`src/laco_pkg.sv`:
```
// laco_pkg: op selects, state counts, flag layout and reset values
package laco_pkg;
  // operation selects on OP_CODE; interrupt control uses its opcode bytes
  localparam logic [7:0] XOR_ACC_OP = 8'h01;
  localparam logic [7:0] XOR_IMMEDIATE_OP = 8'h02;
  localparam logic [7:0] XOR_INDEXED_OP = 8'h03;
  localparam logic [7:0] DECIMAL_ADJUST_OP = 8'h04;
  localparam logic [7:0] ACC_INVERT_OP = 8'h05;
  localparam logic [7:0] ACC_NEGATE_OP = 8'h06;
  localparam logic [7:0] CARRY_INVERT_OP = 8'h07;
  localparam logic [7:0] CARRY_SET_OP = 8'h08;
  localparam logic [7:0] HALT_OP = 8'h09;
  localparam logic [7:0] WIDE_ADD_OP = 8'h0a;
  localparam logic [7:0] WIDE_ADD_CARRY_OP = 8'h0b;
  localparam logic [7:0] WIDE_SUB_BORROW_OP = 8'h0c;
  localparam logic [7:0] INDEX_ADD_OP = 8'h0d;
  localparam logic [7:0] PAIR_INCREMENT_OP = 8'h0e;
  localparam logic [7:0] PAIR_DECREMENT_OP = 8'h0f;
  localparam logic [7:0] INDEX_INCREMENT_OP = 8'h10;
  localparam logic [7:0] IRQ_ENABLE_OP = 8'hfb;
  localparam logic [7:0] IRQ_DISABLE_OP = 8'hf3;
  localparam logic [7:0] IRQ_MODE_ZERO_OP = 8'h46;
  localparam logic [7:0] IRQ_MODE_ONE_OP = 8'h56;
  localparam logic [7:0] IRQ_MODE_TWO_OP = 8'h5e;
  // clock states per operation
  localparam int CNT_XOR_MEM = 7;
  localparam int CNT_XOR_IDX = 19;
  localparam int CNT_SHORT = 4;
  localparam int CNT_TWO_CYCLE = 8;
  localparam int CNT_WIDE_ADD = 10;
  localparam int CNT_WIDE_CARRY = 15;
  localparam int CNT_PAIR_STEP = 6;
  localparam int CNT_INDEX_INC = 10;
  // one state lasts one 40 ns period of the 25 MHz core clock
  localparam int CLK_NS = 40;
  localparam int STATE_NS = 40;
  localparam int CYC_PER_STATE = STATE_NS / CLK_NS;
  // flag bit positions
  localparam int F_S = 7;
  localparam int F_Z = 6;
  localparam int F_H = 4;
  localparam int F_PV = 2;
  localparam int F_N = 1;
  localparam int F_C = 0;
  // register preset selects
  localparam logic [2:0] LD_BC = 3'h0;
  localparam logic [2:0] LD_DE = 3'h1;
  localparam logic [2:0] LD_HL = 3'h2;
  localparam logic [2:0] LD_SP = 3'h3;
  localparam logic [2:0] LD_IX = 3'h4;
  localparam logic [2:0] LD_IY = 3'h5;
  localparam logic [2:0] LD_AF = 3'h6;
  // reset values and fixed restart target
  localparam logic [7:0] ACC_RST = 8'h00;
  localparam logic [7:0] FLAGS_RST = 8'h00;
  localparam logic [15:0] PAIR_RST = 16'h0000;
  localparam logic [15:0] RESTART_TARGET = 16'h0038;
  // interrupt modes and sequencer states
  typedef enum logic [1:0] {IM_ZERO, IM_ONE, IM_TWO} laco_imode_t;
  typedef enum logic [1:0] {SQ_IDLE, SQ_EXEC, SQ_HALT} laco_state_t;
endpackage

```
`src/laco_exec.sv`:
```
// laco_exec: execution slice for logic, arithmetic and control operations
`timescale 1ns/10ps
module laco_exec (
  // clock and reset
  input wire logic CORE_CLK,
  input wire logic RST,
  // operation request
  input wire logic OP_VALID,
  input wire logic [7:0] OP_CODE,
  input wire logic [1:0] OP_PAIR,
  input wire logic OP_IDX_Y,
  input wire logic [7:0] OP_DATA,
  input wire logic [7:0] OP_DISP,
  output logic OP_BUSY,
  output logic OP_DONE,
  // register preset
  input wire logic LD_VALID,
  input wire logic [2:0] LD_SEL,
  input wire logic [15:0] LD_DATA,
  // memory read
  output logic MEM_RD,
  output logic [15:0] MEM_ADDR,
  input wire logic [7:0] MEM_RDATA,
  // interrupt side
  input wire logic INT_REQ,
  input wire logic [7:0] INT_DATA,
  input wire logic [7:0] INT_VEC_REG,
  output logic INT_ACK,
  output logic [15:0] INT_TARGET,
  output logic INT_BUS_EXEC,
  output logic IRQ_ENABLE_FLIPFLOP,
  output logic [1:0] IRQ_MODE,
  output logic HALTED,
  // architectural registers
  output logic [7:0] ACC,
  output logic [7:0] FLAGS,
  output logic [15:0] BC,
  output logic [15:0] DE,
  output logic [15:0] HL,
  output logic [15:0] SP,
  output logic [15:0] IX,
  output logic [15:0] IY
);

  laco_pkg::laco_state_t state; // sequencer state
  logic [7:0] op; // latched operation
  logic [1:0] pair; // latched pair code
  logic idx_y; // latched index choice
  logic [7:0] opnd; // latched immediate byte
  logic [4:0] cnt; // states left in the operation
  logic ei_block; // enable waits one instruction
  logic [2:0] irq_sync; // request synchroniser
  logic irq_lvl; // filtered request level
  logic go; // request taken this cycle
  logic commit; // last state, results land
  logic take_irq; // interrupt accepted this cycle
  logic load; // preset taken this cycle
  logic carry_flag; // carry alias
  logic sub_flag; // subtract alias
  logic [6:0] upper_flags; // every flag but carry
  logic [15:0] idx_cur; // index register picked by the latched choice
  logic [15:0] rr; // selected pair operand
  logic [15:0] rb; // second addend of wide op
  logic [15:0] pv; // stepped pair value
  logic [15:0] idx_addr; // indexed address at request
  logic [17:0] ws; // {half, carry, sum}
  logic [8:0] t1; // decimal adjust low step
  logic [8:0] t2; // decimal adjust high step
  logic lo_fix; // low digit needs six
  logic hi_fix; // high digit needs six
  logic wsub; // wide op subtracts
  logic [7:0] next_acc;
  logic [7:0] next_flags;
  logic [15:0] next_bc;
  logic [15:0] next_de;
  logic [15:0] next_hl;
  logic [15:0] next_sp;
  logic [15:0] next_ix;
  logic [15:0] next_iy;

  // cycles taken by each operation, zero for an unknown select
  function automatic logic [4:0] op_cycles(input logic [7:0] c);
    int st;
    st = 0;
    case (c)
      laco_pkg::XOR_ACC_OP, laco_pkg::XOR_IMMEDIATE_OP: st = laco_pkg::CNT_XOR_MEM;
      laco_pkg::XOR_INDEXED_OP: st = laco_pkg::CNT_XOR_IDX;
      laco_pkg::DECIMAL_ADJUST_OP, laco_pkg::ACC_INVERT_OP, laco_pkg::CARRY_INVERT_OP,
      laco_pkg::CARRY_SET_OP, laco_pkg::HALT_OP, laco_pkg::IRQ_ENABLE_OP,
      laco_pkg::IRQ_DISABLE_OP: st = laco_pkg::CNT_SHORT;
      laco_pkg::ACC_NEGATE_OP, laco_pkg::IRQ_MODE_ZERO_OP, laco_pkg::IRQ_MODE_ONE_OP,
      laco_pkg::IRQ_MODE_TWO_OP: st = laco_pkg::CNT_TWO_CYCLE;
      laco_pkg::WIDE_ADD_OP: st = laco_pkg::CNT_WIDE_ADD;
      laco_pkg::WIDE_ADD_CARRY_OP, laco_pkg::WIDE_SUB_BORROW_OP,
      laco_pkg::INDEX_ADD_OP: st = laco_pkg::CNT_WIDE_CARRY;
      laco_pkg::PAIR_INCREMENT_OP, laco_pkg::PAIR_DECREMENT_OP: st = laco_pkg::CNT_PAIR_STEP;
      laco_pkg::INDEX_INCREMENT_OP: st = laco_pkg::CNT_INDEX_INC;
      default: st = 0;
    endcase
    op_cycles = 5'(st * laco_pkg::CYC_PER_STATE);
  endfunction

  // sign, zero and parity of a byte; other flag bits zero
  function automatic logic [7:0] szp(input logic [7:0] r);
    szp = 8'h00;
    szp[laco_pkg::F_S] = r[7];
    szp[laco_pkg::F_Z] = (r == 8'h00);
    szp[laco_pkg::F_PV] = ~^r;
  endfunction

  // 16-bit add with carry out of bit 11 and bit 15; sum wraps
  function automatic logic [17:0] wide_add(input logic [15:0] a, input logic [15:0] b,
                                           input logic cin);
    logic [16:0] s;
    logic [12:0] h;
    s = {1'b0, a} + {1'b0, b} + {16'h0000, cin};
    h = {1'b0, a[11:0]} + {1'b0, b[11:0]} + {12'h000, cin};
    wide_add = {h[12], s};
  endfunction

  assign carry_flag = FLAGS[laco_pkg::F_C];
  assign sub_flag = FLAGS[laco_pkg::F_N];
  assign upper_flags = FLAGS[7:1];
  assign idx_cur = idx_y ? IY : IX;
  assign idx_addr = (OP_IDX_Y ? IY : IX) + {{8{OP_DISP[7]}}, OP_DISP};
  // halted core only wakes by interrupt; acceptance waits for the op boundary
  assign take_irq = irq_lvl && IRQ_ENABLE_FLIPFLOP && !ei_block && state != laco_pkg::SQ_EXEC;
  assign go = OP_VALID && state == laco_pkg::SQ_IDLE && !take_irq && op_cycles(OP_CODE) != 5'h00;
  assign commit = state == laco_pkg::SQ_EXEC && cnt == 5'h01;
  assign load = LD_VALID && state != laco_pkg::SQ_EXEC && !go;

  // pair operand; code two means the index itself for index add
  always_comb begin
    case (pair)
      2'h0: rr = BC;
      2'h1: rr = DE;
      2'h2: rr = (op == laco_pkg::INDEX_ADD_OP) ? idx_cur : HL;
      default: rr = SP;
    endcase
  end

  // result and flag datapath, applied only at commit
  always_comb begin
    next_acc = ACC;
    next_flags = FLAGS;
    next_bc = BC;
    next_de = DE;
    next_hl = HL;
    next_sp = SP;
    next_ix = IX;
    next_iy = IY;
    wsub = (op == laco_pkg::WIDE_SUB_BORROW_OP);
    rb = wsub ? ~rr : rr;
    ws = 18'h00000;
    pv = (op == laco_pkg::PAIR_INCREMENT_OP) ? rr + 16'h0001 : rr - 16'h0001;
    lo_fix = (ACC[3:0] > 4'h9) || FLAGS[laco_pkg::F_H];
    t1 = {1'b0, ACC} + (lo_fix ? 9'h006 : 9'h000);
    hi_fix = (t1[7:4] > 4'h9) || carry_flag || t1[8];
    t2 = t1 + (hi_fix ? 9'h060 : 9'h000);
    case (op)
      // memory and indexed forms use the fetched byte
      laco_pkg::XOR_ACC_OP, laco_pkg::XOR_INDEXED_OP: begin
        next_acc = ACC ^ MEM_RDATA;
        next_flags = szp(ACC ^ MEM_RDATA);
      end
      laco_pkg::XOR_IMMEDIATE_OP: begin
        next_acc = ACC ^ opnd;
        next_flags = szp(ACC ^ opnd);
      end
      laco_pkg::DECIMAL_ADJUST_OP: begin
        next_acc = t2[7:0];
        next_flags = szp(t2[7:0]);
        next_flags[laco_pkg::F_H] = ACC[3:0] > 4'h9;
        next_flags[laco_pkg::F_N] = sub_flag;
        next_flags[laco_pkg::F_C] = hi_fix || t2[8];
      end
      laco_pkg::ACC_INVERT_OP: begin
        next_acc = ~ACC;
        next_flags[laco_pkg::F_H] = 1'b1;
        next_flags[laco_pkg::F_N] = 1'b1;
      end
      laco_pkg::ACC_NEGATE_OP: begin
        next_acc = 8'h00 - ACC;
        next_flags = szp(8'h00 - ACC);
        next_flags[laco_pkg::F_H] = ACC[3:0] != 4'h0;
        next_flags[laco_pkg::F_PV] = ACC == 8'h80;
        next_flags[laco_pkg::F_N] = 1'b1;
        next_flags[laco_pkg::F_C] = ACC != 8'h00;
      end
      laco_pkg::CARRY_INVERT_OP: next_flags[laco_pkg::F_C] = ~carry_flag;
      laco_pkg::CARRY_SET_OP: next_flags[laco_pkg::F_C] = 1'b1;
      laco_pkg::WIDE_ADD_OP: begin
        ws = wide_add(HL, rr, 1'b0);
        next_hl = ws[15:0];
        next_flags[laco_pkg::F_H] = ws[17];
        next_flags[laco_pkg::F_N] = 1'b0;
        next_flags[laco_pkg::F_C] = ws[16];
      end
      // subtract is add of the inverted pair with inverted carry in
      laco_pkg::WIDE_ADD_CARRY_OP, laco_pkg::WIDE_SUB_BORROW_OP: begin
        ws = wide_add(HL, rb, wsub ^ carry_flag);
        next_hl = ws[15:0];
        next_flags = 8'h00;
        next_flags[laco_pkg::F_S] = ws[15];
        next_flags[laco_pkg::F_Z] = ws[15:0] == 16'h0000;
        next_flags[laco_pkg::F_H] = ws[17] ^ wsub;
        next_flags[laco_pkg::F_PV] = (HL[15] == rb[15]) && (ws[15] != HL[15]);
        next_flags[laco_pkg::F_N] = wsub;
        next_flags[laco_pkg::F_C] = ws[16];
      end
      laco_pkg::INDEX_ADD_OP: begin
        ws = wide_add(idx_cur, rr, 1'b0);
        next_ix = idx_y ? IX : ws[15:0];
        next_iy = idx_y ? ws[15:0] : IY;
        next_flags[laco_pkg::F_H] = ws[17];
        next_flags[laco_pkg::F_N] = 1'b0;
        next_flags[laco_pkg::F_C] = ws[16];
      end
      laco_pkg::PAIR_INCREMENT_OP, laco_pkg::PAIR_DECREMENT_OP: begin
        case (pair)
          2'h0: next_bc = pv;
          2'h1: next_de = pv;
          2'h2: next_hl = pv;
          default: next_sp = pv;
        endcase
      end
      laco_pkg::INDEX_INCREMENT_OP: begin
        next_ix = idx_y ? IX : IX + 16'h0001;
        next_iy = idx_y ? IY + 16'h0001 : IY;
      end
      default: next_acc = ACC;
    endcase
  end

  // request pin: three stages, level changes when the last two agree
  always_ff @(posedge CORE_CLK or posedge RST) begin
    if (RST) begin
      irq_sync <= 3'h0;
      irq_lvl <= 1'b0;
    end else begin
      irq_sync <= {irq_sync[1:0], INT_REQ};
      if (irq_sync[1] == irq_sync[2]) begin
        irq_lvl <= irq_sync[2];
      end
    end
  end

  // sequencer: one core clock per state, halt parks until interrupt
  always_ff @(posedge CORE_CLK or posedge RST) begin
    if (RST) begin
      state <= laco_pkg::SQ_IDLE;
      op <= 8'h00;
      pair <= 2'h0;
      idx_y <= 1'b0;
      opnd <= 8'h00;
      cnt <= 5'h00;
      OP_BUSY <= 1'b0;
      OP_DONE <= 1'b0;
      HALTED <= 1'b0;
    end else begin
      OP_DONE <= commit;
      case (state)
        laco_pkg::SQ_IDLE: begin
          if (go) begin
            state <= laco_pkg::SQ_EXEC;
            op <= OP_CODE;
            pair <= OP_PAIR;
            idx_y <= OP_IDX_Y;
            opnd <= OP_DATA;
            cnt <= op_cycles(OP_CODE) - 5'h01;
            OP_BUSY <= 1'b1;
          end
        end
        laco_pkg::SQ_EXEC: begin
          cnt <= cnt - 5'h01;
          if (commit) begin
            OP_BUSY <= 1'b0;
            if (op == laco_pkg::HALT_OP) begin
              state <= laco_pkg::SQ_HALT;
              HALTED <= 1'b1;
            end else begin
              state <= laco_pkg::SQ_IDLE;
            end
          end
        end
        laco_pkg::SQ_HALT: begin
          if (take_irq) begin
            state <= laco_pkg::SQ_IDLE;
            HALTED <= 1'b0;
          end
        end
        default: state <= laco_pkg::SQ_IDLE;
      endcase
    end
  end

  // memory read held from request until the commit edge samples the byte
  always_ff @(posedge CORE_CLK or posedge RST) begin
    if (RST) begin
      MEM_RD <= 1'b0;
      MEM_ADDR <= laco_pkg::PAIR_RST;
    end else if (go) begin
      MEM_RD <= OP_CODE == laco_pkg::XOR_ACC_OP || OP_CODE == laco_pkg::XOR_INDEXED_OP;
      MEM_ADDR <= (OP_CODE == laco_pkg::XOR_INDEXED_OP) ? idx_addr : HL;
    end else if (commit) begin
      MEM_RD <= 1'b0;
    end
  end

  // interrupt enable, mode and acceptance
  always_ff @(posedge CORE_CLK or posedge RST) begin
    if (RST) begin
      IRQ_ENABLE_FLIPFLOP <= 1'b0;
      ei_block <= 1'b0;
      IRQ_MODE <= laco_pkg::IM_ZERO;
      INT_ACK <= 1'b0;
      INT_TARGET <= laco_pkg::PAIR_RST;
      INT_BUS_EXEC <= 1'b0;
    end else begin
      INT_ACK <= take_irq;
      INT_BUS_EXEC <= take_irq && IRQ_MODE == laco_pkg::IM_ZERO;
      if (take_irq) begin
        IRQ_ENABLE_FLIPFLOP <= 1'b0;
        case (IRQ_MODE)
          laco_pkg::IM_ONE: INT_TARGET <= laco_pkg::RESTART_TARGET;
          laco_pkg::IM_TWO: INT_TARGET <= {INT_VEC_REG, INT_DATA};
          default: INT_TARGET <= {8'h00, INT_DATA};
        endcase
      end else if (commit) begin
        // the block lifts once the instruction after enable completes
        ei_block <= op == laco_pkg::IRQ_ENABLE_OP;
        case (op)
          laco_pkg::IRQ_ENABLE_OP: IRQ_ENABLE_FLIPFLOP <= 1'b1;
          laco_pkg::IRQ_DISABLE_OP: IRQ_ENABLE_FLIPFLOP <= 1'b0;
          laco_pkg::IRQ_MODE_ZERO_OP: IRQ_MODE <= laco_pkg::IM_ZERO;
          laco_pkg::IRQ_MODE_ONE_OP: IRQ_MODE <= laco_pkg::IM_ONE;
          laco_pkg::IRQ_MODE_TWO_OP: IRQ_MODE <= laco_pkg::IM_TWO;
          default: IRQ_MODE <= IRQ_MODE;
        endcase
      end
    end
  end

  // architectural registers: results at commit, presets when not executing
  always_ff @(posedge CORE_CLK or posedge RST) begin
    if (RST) begin
      ACC <= laco_pkg::ACC_RST;
      FLAGS <= laco_pkg::FLAGS_RST;
      BC <= laco_pkg::PAIR_RST;
      DE <= laco_pkg::PAIR_RST;
      HL <= laco_pkg::PAIR_RST;
      SP <= laco_pkg::PAIR_RST;
      IX <= laco_pkg::PAIR_RST;
      IY <= laco_pkg::PAIR_RST;
    end else if (commit) begin
      ACC <= next_acc;
      FLAGS <= next_flags;
      BC <= next_bc;
      DE <= next_de;
      HL <= next_hl;
      SP <= next_sp;
      IX <= next_ix;
      IY <= next_iy;
    end else if (load) begin
      case (LD_SEL)
        laco_pkg::LD_BC: BC <= LD_DATA;
        laco_pkg::LD_DE: DE <= LD_DATA;
        laco_pkg::LD_HL: HL <= LD_DATA;
        laco_pkg::LD_SP: SP <= LD_DATA;
        laco_pkg::LD_IX: IX <= LD_DATA;
        laco_pkg::LD_IY: IY <= LD_DATA;
        laco_pkg::LD_AF: begin
          ACC <= LD_DATA[15:8];
          FLAGS <= LD_DATA[7:0];
        end
        default: ACC <= ACC;
      endcase
    end
  end
endmodule // laco_exec

```
`config.mk`:
```
export PLATFORM = sky130hd
export DESIGN_NAME = laco_exec
export DESIGN_NICKNAME = d
export VERILOG_FILES = /design/src/laco_pkg.sv /design/src/laco_exec.sv
export SDC_FILE = /design/constraint.sdc
export NUM_CORES = 1
export LEC_CHECK = 0
export BUFFER_PORTS_ARGS = -buffer_cell sky130_fd_sc_hd__buf_4
export CORE_MARGIN = 4
export CORE_UTILIZATION = 50
export DETAILED_ROUTE_END_ITERATION = 8
export GPL_ROUTABILITY_DRIVEN = 1
export PLACE_DENSITY = 0.82
export RECOVER_POWER = 100
export SYNTH_ARGS = -nofsm -noshare
export SYNTH_HDL_FRONTEND = slang
export SYNTH_SLANG_ARGS = --single-unit
```
`constraint.sdc`:
```
create_clock -name CORE_CLK -period 7.57 [get_ports CORE_CLK]
set_clock_uncertainty 0.15 [all_clocks]
set_input_delay 0.3785 -clock CORE_CLK [delete_from_list [all_inputs] [get_ports CORE_CLK]]
set_output_delay 0.3785 -clock CORE_CLK [all_outputs]
set_load 0.005 [all_outputs]
```
==> reports/qor.yml <==
status: "finished with violations"
violations: "max-capacitance violations, max-slew violations"
cts_tree: "yes"
num_rows: 64
synth-main-ff-cell: "dfrtp_1"
wire_per_inst_um: 22.4
syn_area_per_cell_um2: 8.61
p_per_area_nw_per_um2: 539
yosysSeqAreaShare: 0.297
placed_cells: 2350
synth_common_cells: "184 x dfrtp_1, 173 x nand2_1, 150 x a21oi_1"
antenna_found_initial: 2
synthesis.area_um2: 15500
synth_xor_xnor_area_share: 0.0649
pre_cts_slack_ps: 1800
grt_max_degree: 109
route.detailed.vias_per_inst: 6.45
critical_path_peak_fanout: 17
fin_crit_ps: 6440
grt_pass1_wl_um: 82400
cts.htree.levels: 4
cts_setup_buffers: 0
fill_cells: 2755
synth_edf_count: 0
rsz0062_at_grt: "false"
die_area_um2: 33900
cts_buffer_depth: 2
finalPower_uw: 9720
worstSetupPathType: "reg -> reg"
synthCells: 1803
synth_top_family_by_area: "compound AO/OA/AOI/OAI gates"
synthDominantCellAreaShare: 0.297
required_ps: 7810
finalCritPeriodShare: 0.851
dr_total_vias: 15403
crit_chain: "or4_1, or3_1, clkbuf_1, mux2_1, mux4_2, xnor2_1, ha_1, o21a_1, a21oi_1, a2111oi_0, a41oi_1, o21ai_0, xor2_1, nand2_1, a31oi_1, mux2_2"
area_growth_syn_to_layout_pct: 16.2
fin_nets: 2175
ant_nets: 0
syn-num-nets: 1999
cts_buffers: 17
clk_pin_slew_ps: 80
ioPinCount: 228
async_flop_share: 1.00
gp_congestion: 0.976
synth_area_leaders: "dfrtp_1 30%, ha_1 9.2%, mux2_2 6.9%"
die_h_um: 184
cp_slowest_cell: "or4_1"
setup_viol: 0
synth_most_common_cell: "dfrtp_1"
ys_warn_count: 0
finish.instance_area_um2: 18000
stdcell_count: 2388
yosysUniqueCellTypes: 79
ir_worst_vdd_mv: 0.284
fmax_mhz: 155
synth_top_area_cell: "dfrtp_1"
drv_cap: 4
portBuffers: 227
grt_usage: 0.308
cts_num_sinks: 184
grt_remaining_overflow: 0
dp_hpwl_um: 40800
synth_compound_area_frac: 0.226
hp-class: "in -> reg"
clkLatencyLatePin_ps: 450
synth_simple_gate_area_frac: 0.170
drive_gt1_frac: 0.192
die_w_um: 184
crit_arrival_ps: 6680
ys_seq_elements: 184
critPathCaptureType: "flip-flop"
leakage_uw: 0.00783
hold_viol_final: 0
worst_pin_slew_ps: 4760
drt_iter0_markers: 2039
initial_core_util: 0.507
drv_slew: 251
grt_pass1_vias: 14533
muxShareOfSynthArea: 0.105
cpPeakStageDelay_ps: 710
coreArea_um2: 30600
drc: 0
cts_root_buf: "clkbuf_16"
synth_fa_ha_area_frac: 0.102
first_pass_iters: 6
routed_wl_um: 53500
start_kind: "flip-flop"
dpl_cell_area_um2: 17500
slew_headroom: -2.19
timing.setup.tns_ps: 0
setup_slack_ps: 1130
[power breakdown]
group	internal, uW	switching, uW	leakage [uW]
combinational	2990	3640	0.00534
clock	506	454	0.000290
sequential	1360	756	0.00220
[per-layer routing]
metal	wire length (um)	global-route usage
met3	5800	0.0580
met5	0	0
met1	22600	0.449
met2	22800	0.456
met4	2220	0.117
[kinds of logic after synthesis]
kind of cell | Yosys count
AO/OA/AOI/OAI | 552
multiplexers | 131
XOR/XNOR | 115
flip-flops | 184
adder cells (fa/ha/maj) | 123
AND/OR/NAND/NOR | 559
buffers and inverters | 139
[area by class of cell]
type | instances | area, um2 | share of cell area
well taps | 396 | 495 | 0.0275
clock buffers | 18 | 439 | 0.0244
multi-input cells | 1480 | 10400 | 0.575
diodes | 1 | 2.50 | 0.000139
clock inverters | 13 | 158 | 0.00874
repair buffers | 247 | 1780 | 0.0989
flip-flops and latches | 184 | 4600 | 0.255
inverters | 49 | 185 | 0.0103
[layout by cell type, fill, tap and decap left out, drive strengths merged, types with 8 or more instances in the layout]
| cell type | Yosys | routed |
|---|---|---|
| a221oi | 11 | 11 |
| o221ai | 9 | 9 |
| nor4 | 10 | 10 |
| nor2b | 22 | 22 |
| o21ai | 149 | 149 |
| inv | 48 | 55 |
| nand3 | 58 | 58 |
| o21a | 20 | 20 |
| nand4 | 17 | 17 |
| a21oi | 150 | 150 |
| xor2 | 39 | 39 |
| mux4 | 13 | 13 |
| nand2 | 173 | 173 |
| nand2b | 21 | 21 |
| buf | 25 | 82 |
| a31oi | 31 | 31 |
| nor3 | 43 | 43 |
| ha | 114 | 114 |
| xnor2 | 76 | 76 |
| clkbuf | 65 | 177 |
| a21o | 24 | 24 |
| mux2 | 101 | 101 |
| nor2 | 148 | 148 |
| and2 | 8 | 8 |
| o211ai | 20 | 20 |
| a211oi | 18 | 18 |
| o22ai | 10 | 10 |
| o31ai | 30 | 30 |
| and3 | 17 | 17 |
| or3 | 9 | 9 |
| o21bai | 9 | 9 |
| dfrtp | 184 | 184 |
| mux2i | 17 | 17 |
[sequential cells by signal, indices dropped and copies added, names as in the netlist, 16 cells and up]
signal	count
BC	16
IY	16
INT_TARGET	16
DE	16
MEM_ADDR	16
SP	16
IX	16
HL	16
[per-stage QoR]
stage / util / hold slack [ps]
6_report: 0.589 / 9.55
5_1_grt: 0.589 / 5.34
4_1_cts: 0.593 / 1.35
3_5_place_dp: 0.571 / 189
3_3_place_gp: 0.571 / 190
2_1_floorplan: - / 181
[timing repair]
action	in CTS	in global routing
endpoints found under the hold margin	112	0
hold buffers	6	0
resized for setup	0	0
[worst paths after layout]
kind / start / end / slack, ps / cells after the start
max: op[4]$_DFFE_PP0P_ / FLAGS[7]$_DFFE_PP0P_ / 1130 / 16
min reg2reg: irq_sync[0]$_DFF_PP0_ / irq_sync[1]$_DFF_PP0_ / 200 / 0
max in group asynchronous: RST / DE[1]$_DFFE_PP0P_ / 2090 / 4
max reg2reg: op[4]$_DFFE_PP0P_ / FLAGS[7]$_DFFE_PP0P_ / 1130 / 16
min in group asynchronous: RST / opnd[7]$_DFFE_PP0P_ / 1780 / 3
min: OP_DATA[2] / opnd[2]$_DFFE_PP0P_ / 10 / 2
[worst max-delay path: cells and delay by family, from the launching register on]
family | cells | cell delay, ps
mux | 3 | 1310
xor+xnor | 2 | 500
simple gates | 3 | 1240
compound gates | 6 | 1830
buf+inv | 1 | 520
fa+ha+maj | 1 | 350
flops | 1 | 480
No activity file was read; power rests on OpenSTA's default activity.
